## src/common/np_tx_pkg.sv

```systemverilog
// Package with the layout and constants of the next page transmit register.
package np_tx_pkg;

    // ********************************************************************
    // Register map and field layout
    // ********************************************************************

    // Management register number of the next page transmit register.
    localparam logic [4:0]  NP_TX_REG_ADDR  = 5'h08;

    // Value held after reset in the writable fields.
    localparam logic [15:0] NP_TX_RESET     = 16'h0000;

    // Value that a reserved bit always reads back as.
    localparam logic        RESERVED_VALUE  = 1'h0;

    // Width of the message or unformatted code field.
    localparam int          CODE_WIDTH      = 11;

    // Bit of the base link code word whose inverse seeds the toggle.
    localparam int          BASE_TOGGLE_BIT = 11;

    // One next page code word, laid out exactly as the register.
    typedef struct packed {
        logic                  more_pages_flag;    // Bit 15: more pages.
        logic                  reserved;           // Bit 14: reserved.
        logic                  page_format_select; // Bit 13: message page.
        logic                  comply_ack_flag;    // Bit 12: can comply.
        logic                  toggle;             // Bit 11: toggle.
        logic [CODE_WIDTH-1:0] code;               // Bits 10:0: code field.
    } np_word_t;

    // Phase of the next page exchange.
    typedef enum logic [1:0] {
        PH_IDLE,
        PH_NEXT,
        PH_DONE
    } np_phase_t;

    // Whole state of the block, registered as one unit.
    typedef struct packed {
        np_phase_t             phase;       // Exchange phase.
        logic                  more_pages;  // Stored more pages flag.
        logic                  page_format; // Stored page format select.
        logic                  comply_ack;  // Stored compliance flag.
        logic [CODE_WIDTH-1:0] code;        // Stored code field.
        logic                  prev_toggle; // Toggle of the last sent word.
        np_word_t              rdata;       // Read back image.
        logic                  page_valid;  // Word presented this cycle.
        np_word_t              page_word;   // Outgoing next page word.
        logic                  np_active;   // Next page exchange running.
    } np_state_t;

endpackage

```

## src/rtl/np_tx_reg.sv

```systemverilog
// Next page transmit register and outgoing next page word generation.
`timescale 1ns/10ps
`default_nettype none

// Functional notes
// - Send next pages only when partner supports them.
// - Outgoing more pages bit follows register flag.
// - Reserved bit always reads back zero.
// - Page format select: zero unformatted, one message.
// - Compliance flag: zero cannot comply, one can.
// - Toggle field reflects previous link code word.
// - Code field carried unchanged into outgoing page.
// - Toggle inverts each page, seeded by base bit.
// - Eleven bit code field, meaning chosen by format.
module np_tx_reg (
    input  wire logic        clk_i,          // 20 MHz core clock.
    input  wire logic        resetn_i,       // Asynchronous reset, low.
    input  wire logic        mgmt_wr_i,      // Management write strobe.
    input  wire logic [4:0]  mgmt_addr_i,    // Management register number.
    input  wire logic [15:0] mgmt_wdata_i,   // Management write data.
    input  wire logic        base_sent_i,    // Base link code word sent.
    input  wire logic [15:0] base_word_i,    // Base link code word sent.
    input  wire logic        partner_np_i,   // Partner supports next pages.
    input  wire logic        page_req_i,     // Next page opportunity.
    output logic      [15:0] mgmt_rdata_o,   // Register read back.
    output logic             page_valid_o,   // Outgoing word valid pulse.
    output logic      [15:0] page_word_o,    // Outgoing next page word.
    output logic             np_active_o     // Next page exchange running.
);

    // ********************************************************************
    // State and helper signals
    // ********************************************************************

    np_tx_pkg::np_state_t state_r;    // Registered block state.
    np_tx_pkg::np_state_t state_nxt;  // Next value of the block state.
    np_tx_pkg::np_word_t  wr_word;    // Write data viewed as fields.
    np_tx_pkg::np_word_t  tx_word;    // Word built from held fields.
    logic                 reg_wr;     // Write aimed at this register.

    assign wr_word = np_tx_pkg::np_word_t'(mgmt_wdata_i);
    assign reg_wr  = mgmt_wr_i && (mgmt_addr_i == np_tx_pkg::NP_TX_REG_ADDR);

    // The outgoing word copies the held fields; the toggle is the inverse of
    // the previous word so the partner can tell a new page from a repeat.
    always_comb begin
        tx_word                    = '0;
        tx_word.more_pages_flag    = state_r.more_pages;
        tx_word.reserved           = np_tx_pkg::RESERVED_VALUE;
        tx_word.page_format_select = state_r.page_format;
        tx_word.comply_ack_flag    = state_r.comply_ack;
        tx_word.toggle             = ~state_r.prev_toggle;
        tx_word.code               = state_r.code;
    end

    // ********************************************************************
    // Next state
    // ********************************************************************

    // One process works out the whole next state.
    always_comb begin
        state_nxt            = state_r;
        state_nxt.page_valid = 1'h0;
        // A write loads the fields; the reserved bit and the toggle are not
        // stored, so a careless reserved value cannot reach the line.
        if (reg_wr) begin
            state_nxt.more_pages  = wr_word.more_pages_flag;
            state_nxt.page_format = wr_word.page_format_select;
            state_nxt.comply_ack  = wr_word.comply_ack_flag;
            state_nxt.code        = wr_word.code;
        end
        if (base_sent_i) begin
            // The base word's toggle bit becomes the previous toggle.
            state_nxt.prev_toggle = base_word_i[np_tx_pkg::BASE_TOGGLE_BIT];
            // Next pages follow only if both ends ask for them.
            if (state_r.more_pages && partner_np_i) begin
                state_nxt.phase = np_tx_pkg::PH_NEXT;
            end else begin
                state_nxt.phase = np_tx_pkg::PH_DONE;
            end
        end else begin
            case (state_r.phase)
                np_tx_pkg::PH_NEXT: begin
                    // The held word goes out at the opportunity.
                    if (page_req_i) begin
                        state_nxt.page_valid  = 1'h1;
                        state_nxt.page_word   = tx_word;
                        state_nxt.prev_toggle = tx_word.toggle;
                        // A clear flag marks the last page.
                        if (!state_r.more_pages) begin
                            state_nxt.phase = np_tx_pkg::PH_DONE;
                        end
                    end
                end
                np_tx_pkg::PH_IDLE: begin
                    state_nxt.phase = np_tx_pkg::PH_IDLE;
                end
                np_tx_pkg::PH_DONE: begin
                    state_nxt.phase = np_tx_pkg::PH_DONE;
                end
                default: begin
                    state_nxt.phase = np_tx_pkg::PH_IDLE;
                end
            endcase
        end
        state_nxt.np_active = (state_nxt.phase == np_tx_pkg::PH_NEXT);
        // Read back image; the toggle shows the previous word's value.
        state_nxt.rdata.more_pages_flag    = state_nxt.more_pages;
        state_nxt.rdata.reserved           =
            np_tx_pkg::RESERVED_VALUE;
        state_nxt.rdata.page_format_select = state_nxt.page_format;
        state_nxt.rdata.comply_ack_flag    = state_nxt.comply_ack;
        state_nxt.rdata.toggle             = state_nxt.prev_toggle;
        state_nxt.rdata.code               = state_nxt.code;
    end

    // ********************************************************************
    // State register
    // ********************************************************************

    // Reset loads constants only.
    always_ff @(posedge clk_i or negedge resetn_i) begin
        if (!resetn_i) begin
            state_r             <= '0;
            state_r.phase       <= np_tx_pkg::PH_IDLE;
            state_r.more_pages  <= np_tx_pkg::NP_TX_RESET[15];
            state_r.page_format <= np_tx_pkg::NP_TX_RESET[13];
            state_r.comply_ack  <= np_tx_pkg::NP_TX_RESET[12];
            state_r.code        <= np_tx_pkg::NP_TX_RESET[10:0];
            state_r.rdata       <= np_tx_pkg::NP_TX_RESET;
        end else begin
            state_r <= state_nxt;
        end
    end

    // All outputs come straight from the state register.
    assign mgmt_rdata_o = state_r.rdata;
    assign page_valid_o = state_r.page_valid;
    assign page_word_o  = state_r.page_word;
    assign np_active_o  = state_r.np_active;
endmodule

`default_nettype wire

```

## config.mk

```make
export PLATFORM = sky130hd
export DESIGN_NAME = np_tx_reg
export DESIGN_NICKNAME = d
export VERILOG_FILES = /design/src/common/np_tx_pkg.sv /design/src/rtl/np_tx_reg.sv
export SDC_FILE = /design/constraint.sdc
export NUM_CORES = 1
export LEC_CHECK = 0
export BUFFER_PORTS_ARGS = -buffer_cell sky130_fd_sc_hd__clkbuf_2
export CAP_MARGIN = 20
export CORE_MARGIN = 1
export CORE_UTILIZATION = 40
export CTS_CLUSTER_SIZE = 28
export DETAILED_ROUTE_END_ITERATION = 6
export PLACE_DENSITY = 0.71
export SLEW_MARGIN = 10
export SYNTH_ARGS = -nofsm -noshare
export SYNTH_HDL_FRONTEND = slang
export SYNTH_SLANG_ARGS = --single-unit
```

## constraint.sdc

```tcl
create_clock -name clk_i -period 3.6 [get_ports clk_i]
set_input_delay 0.18 -clock clk_i [delete_from_list [all_inputs] [get_ports clk_i]]
set_output_delay 0.18 -clock clk_i [all_outputs]
set_load 0.005 [all_outputs]
```

# Word-level counts from Yosys, hierarchy flattened
# Index checks and enable logic that the tools add are counted.
# word_totals
word_cells	36
register_bits	34
input_bits	43
latchBits	0
mem_bits_rw	0
memories	0
output_inout_bits	34
rom_bits	0
# classes
mul	0
mux	11
n_reduce_logical	6
bitwise	2
div	0
order_cmp	0
n_shift	0
eq_ne	4
n_addsub	0
# op_table
operator	n
$mux W17	3
$mux W2	4
$eq A5 B4 Y1 const B	1
$eq A2 B1 Y1 const B	2
$pmux W2 S2	1
$reduce_bool A2 Y1	2
$mux W1	3
$reduce_and A3 Y1	1
$eq A2 B2 Y1 const B	1
$logic_and A1 B1 Y1	2
$not A1 Y1	2
$reduce_and A2 Y1	1

# Longest topological paths before layout
# depth
depth_word	5
depth_mapped	6
depth_no_buf	5

# Worst setup path after synthesis
# OpenSTA, ideal clock, no wires.
# synth_path
path_kind	flip-flop to flip-flop
start	register state_r[50] (netlist bit)
end	register state_r (netlist bit np_active_o)
path_slack_ns	2.050
stages_incl_launch_ff	4
required_time_ns	3.496
t_arrival_ns	1.447
path_buffers	0
path_cell_list	dfrtp_1 -> ha_1 -> or4_4 -> o41ai_2
# synth_lines
element	line	text
from (decl)	np_tx_reg.sv:35	np_tx_pkg::np_state_t state_r;
from (signal assigned)	np_tx_reg.sv:132	state_r <= state_nxt;

# Worst setup path in the final report
# layout_path
start	register state_r[50] (netlist bit)
end	register state_r (netlist bit page_word_o[2])
# layout_via
elab_chain_cells	2
# layout_rtl
element	line	text
$eq A2 B1 Y1	np_tx_reg.sv:82	case (state_r.phase)
$reduce_and A3 Y1 (no source line)	-	
# No other way between the ends.
# A chain may end at the register's enable or synchronous reset.

==> flow_summary.rst <==
.. list-table::
   :header-rows: 1

   * - Metric
     - Value
   * - Iter 0 DRT Violations
     - 19
   * - Maximum number of pins on one net before global-route repair
     - 35
   * - Crit-path max FO
     - 17
   * - Fraction of the cycle the final worst path needs
     - 0.462
   * - Largest buffer count on any clock path
     - 2
   * - I/O pin count
     - 77
   * - Die height
     - 65.6 µm
   * - Post-layout nets
     - 199
   * - Routed len/inst
     - 12.8 µm
   * - Die Span X
     - 65.6 µm
   * - DRT Pass-1 Iters
     - 4
   * - Routed WL
     - 2.61 mm
   * - FILL cells
     - 354
   * - H-tree Lvls
     - 2
   * - Cell at the root of the clock tree
     - sky130_fd_sc_hd__clkbuf_8
   * - Synthesized flop and latch total
     - 34
   * - Critical Path Sink Type
     - register
   * - IO buf count
     - 57
   * - Grt met2 use
     - 0.232
   * - Global-route met1 utilization
     - 0.152
   * - Number of CTS-inserted buffers
     - 5
   * - Part of the Yosys area used for sequential elements
     - 0.526
   * - Synthesized-area fraction occupied by and/or/nand/nor cells
     - 0.0573
   * - Fmax
     - 602 MHz
   * - Max-capacitance violation count
     - 0
   * - Transition time at the pin with the least slew margin
     - 805 ps
   * - Number of design rule violations left after detail routing
     - 0
   * - Time the worst path needs with I/O delays and setup
     - 1660 ps
   * - Required time worst endpoint
     - 3760 ps
   * - Main combinational cell family by area after synthesis
     - multiplexers
   * - Placer's final routability congestion estimate
     - 0.718
   * - Area fraction in compound gates after synthesis
     - 0.0302
   * - Later-pin clock latency in the skew report
     - 280 ps
   * - Violations in the final reports
     - negative hold slack
   * - Global-route wire length before repair
     - 4.26 mm
   * - Post-route non-filler standard cell count
     - 203
   * - Crit Path Class
     - register to register
   * - HPWL reported at the end of detailed placement
     - 1.93 mm
   * - Number of unique standard cell types used by synthesis
     - 21
   * - Worst-case clock skew
     - 4.90 ps
   * - GR Util met3
     - 0.0486
   * - Antenna diode count
     - 0
   * - Final setup violating endpoints
     - 0
   * - Die area
     - 0.00430 mm²
   * - Ratio of cells with drive above 1 in the final layout
     - 0.632
   * - Number of global-route vias before repair
     - 964
   * - Syn_area_per_cell
     - 13.1 µm²
   * - Post-CTS setup buffers
     - 0
   * - Hold violation count in the final report
     - 34
   * - Tot GR Track Use
     - 0.136
   * - Hold Worst Slack
     - -15.7 ps
   * - Hold-fix buffers, CTS
     - 0
   * - Post-Synthesis Cells
     - 123
   * - Synth Area in XOR/XNOR
     - 0.00542
   * - Power density normalized to cell area
     - 500 mW/mm²
   * - Total number of vias
     - 938
   * - Post-synthesis cell area
     - 0.00162 mm²
   * - Max-slew violation count
     - 0
   * - Initial core utilization
     - 0.429
   * - Clock Pin Slew Worst Setup and Hold Paths
     - 60 ps
   * - Unrepaired setup endpoints after global routing
     - false
   * - Number of core rows
     - 22
   * - Top Usage Layer GRT
     - met2
   * - Placeable core region
     - 0.00377 mm²
   * - Adder and majority gate portion of the synthesized area
     - 0.0155
   * - Post_cts resized
     - 0
   * - Initial antenna violation count
     - 0
   * - Setup Total Neg Slack
     - 0 ps
   * - Synth warn
     - 0
   * - Outcome
     - finished, violations left
   * - Arr. time, crit path
     - 1820 ps
   * - Pleak
     - 1.01 nW
   * - Path type of the worst min-delay path
     - input pin to asynchronous set/reset pin
   * - Layout area overhead
     - 11.4%
   * - Number of nets with antenna violations after routing
     - 0
   * - Num Clock Sinks
     - 34
   * - Startpoint Class
     - register
   * - Most frequent cells in the layout
     - 57 x sky130_fd_sc_hd__clkbuf_2, 34 x sky130_fd_sc_hd__dfrtp_1, 28 x sky130_fd_sc_hd__mux2_2
   * - Worst slew margin relative to its limit
     - 0.463
   * - Grt total ovfl
     - 0
   * - Mux cell area share after synthesis
     - 0.195
   * - Worst IR drop on VDD
     - 0.000195 V
   * - Clock tree from TritonCTS
     - built
   * - Most common library cell in the layout ignoring fill and taps
     - sky130_fd_sc_hd__clkbuf_2
   * - Total instance count after detailed placement
     - 195
   * - Number of vias per cell
     - 4.62
cell families (layout without fill, tap and decap cells):
family	count (synthesis)	after routing
buffers and inverters	38	69
DFF	34	34
muxes	28	28
and+or+nand+nor	12	12
AOI/OAI and AO/OA	7	7
adders and majority gates	2	2
other	1	2
xor gates and xnor gates	1	1
critical path, cell delays in order (launching register included):
cell	delay [ps]
sky130_fd_sc_hd__dfrtp_1	420
sky130_fd_sc_hd__inv_1	80
sky130_fd_sc_hd__ha_1	210
sky130_fd_sc_hd__nand3b_2	400
sky130_fd_sc_hd__mux2_2	430
area by class of cell:
cell class              instances  area, µm²  share of cell area
clock buffers                   7       86.3              0.0479
clock inverters                 1       5.00             0.00278
inverters                       4       15.0             0.00834
multi-input cells              52        498               0.277
flip-flops and latches         34        851               0.473
well taps                      48       60.1              0.0334
repair buffers                 57        285               0.158
Yosys cell counts:
cell type | number | area [µm²]
sky130_fd_sc_hd__nor4b_2 | 1 | 15.0
sky130_fd_sc_hd__nand3b_2 | 2 | 22.5
sky130_fd_sc_hd__dfrtp_1 | 34 | 851
sky130_fd_sc_hd__buf_2 | 1 | 5.00
sky130_fd_sc_hd__conb_1 | 1 | 3.75
sky130_fd_sc_hd__buf_4 | 32 | 240
sky130_fd_sc_hd__mux2_2 | 28 | 315
sky130_fd_sc_hd__buf_6 | 1 | 11.3
sky130_fd_sc_hd__o41ai_2 | 1 | 16.3
sky130_fd_sc_hd__nor2b_4 | 1 | 13.8
sky130_fd_sc_hd__o21ai_0 | 4 | 20.0
sky130_fd_sc_hd__inv_1 | 4 | 15.0
sky130_fd_sc_hd__a21o_1 | 1 | 7.51
sky130_fd_sc_hd__a21oi_1 | 1 | 5.00
sky130_fd_sc_hd__ha_1 | 2 | 25.0
sky130_fd_sc_hd__nand2b_1 | 1 | 6.26
sky130_fd_sc_hd__nand3_1 | 1 | 5.00
sky130_fd_sc_hd__or4_4 | 1 | 11.3
sky130_fd_sc_hd__nand2_1 | 4 | 15.0
sky130_fd_sc_hd__xor2_1 | 1 | 8.76
sky130_fd_sc_hd__nor2_1 | 1 | 3.75
per-stage QoR:
| stage | cell area [µm²] | total power [W] | worst slack, ps | utilization |
|---|---|---|---|---|
| floorplan | 1620 | 0.000609 | 2050 | - |
| global placement | 1710 | 0.000620 | 2000 | 0.453 |
| detailed placement | 1710 | 0.000633 | 1920 | 0.453 |
| CTS | 1800 | 0.000917 | 1910 | 0.477 |
| global route | 1800 | 0.000955 | 1830 | 0.477 |
| finish | 1800 | 0.000900 | 1940 | 0.477 |
power breakdown:
group	internal [W]	total (W)	leakage, nW	switching (W)
Sequential	0.000435	0.000473	0.451	0.0000380
Combinational	0.0000869	0.000150	0.506	0.0000627
Clock	0.000154	0.000278	0.0482	0.000124
flip-flops by register name (all words and copies together), names as in the netlist:
signal,flops
mgmt_rdata_o,15
np_active_o,1
page_valid_o,1
page_word_o,15
state_r,2
routing by layer:
layer  wire (µm)  vias to the layer above  share of wire
met5           0                        -              0
met3         207                        5          0.079
met4          38                        0          0.015
li1            -                      439              -
met1        1080                      447           0.41
met2        1280                       47           0.49
final timing paths:
path | from | end | slack, ps | depth (start not counted)
setup / recovery | state_r[50]$_DFF_PN0_ | page_word_o[2]$_DFFE_PN0P_ | 1940 | 4
hold / removal | resetn_i | mgmt_rdata_o[9]$_DFFE_PN0P_ | -20 | 1
setup reg to reg | state_r[50]$_DFF_PN0_ | page_word_o[2]$_DFFE_PN0P_ | 1940 | 4
hold reg to reg | page_word_o[11]$_DFFE_PN0P_ | page_word_o[11]$_DFFE_PN0P_ | 500 | 2
max in group asynchronous | resetn_i | np_active_o$_DFF_PN0_ | 3110 | 1
min in group clk_i | base_word_i[11] | mgmt_rdata_o[11]$_DFFE_PN0P_ | 110 | 3
Power figures use the tool's default switching activity.
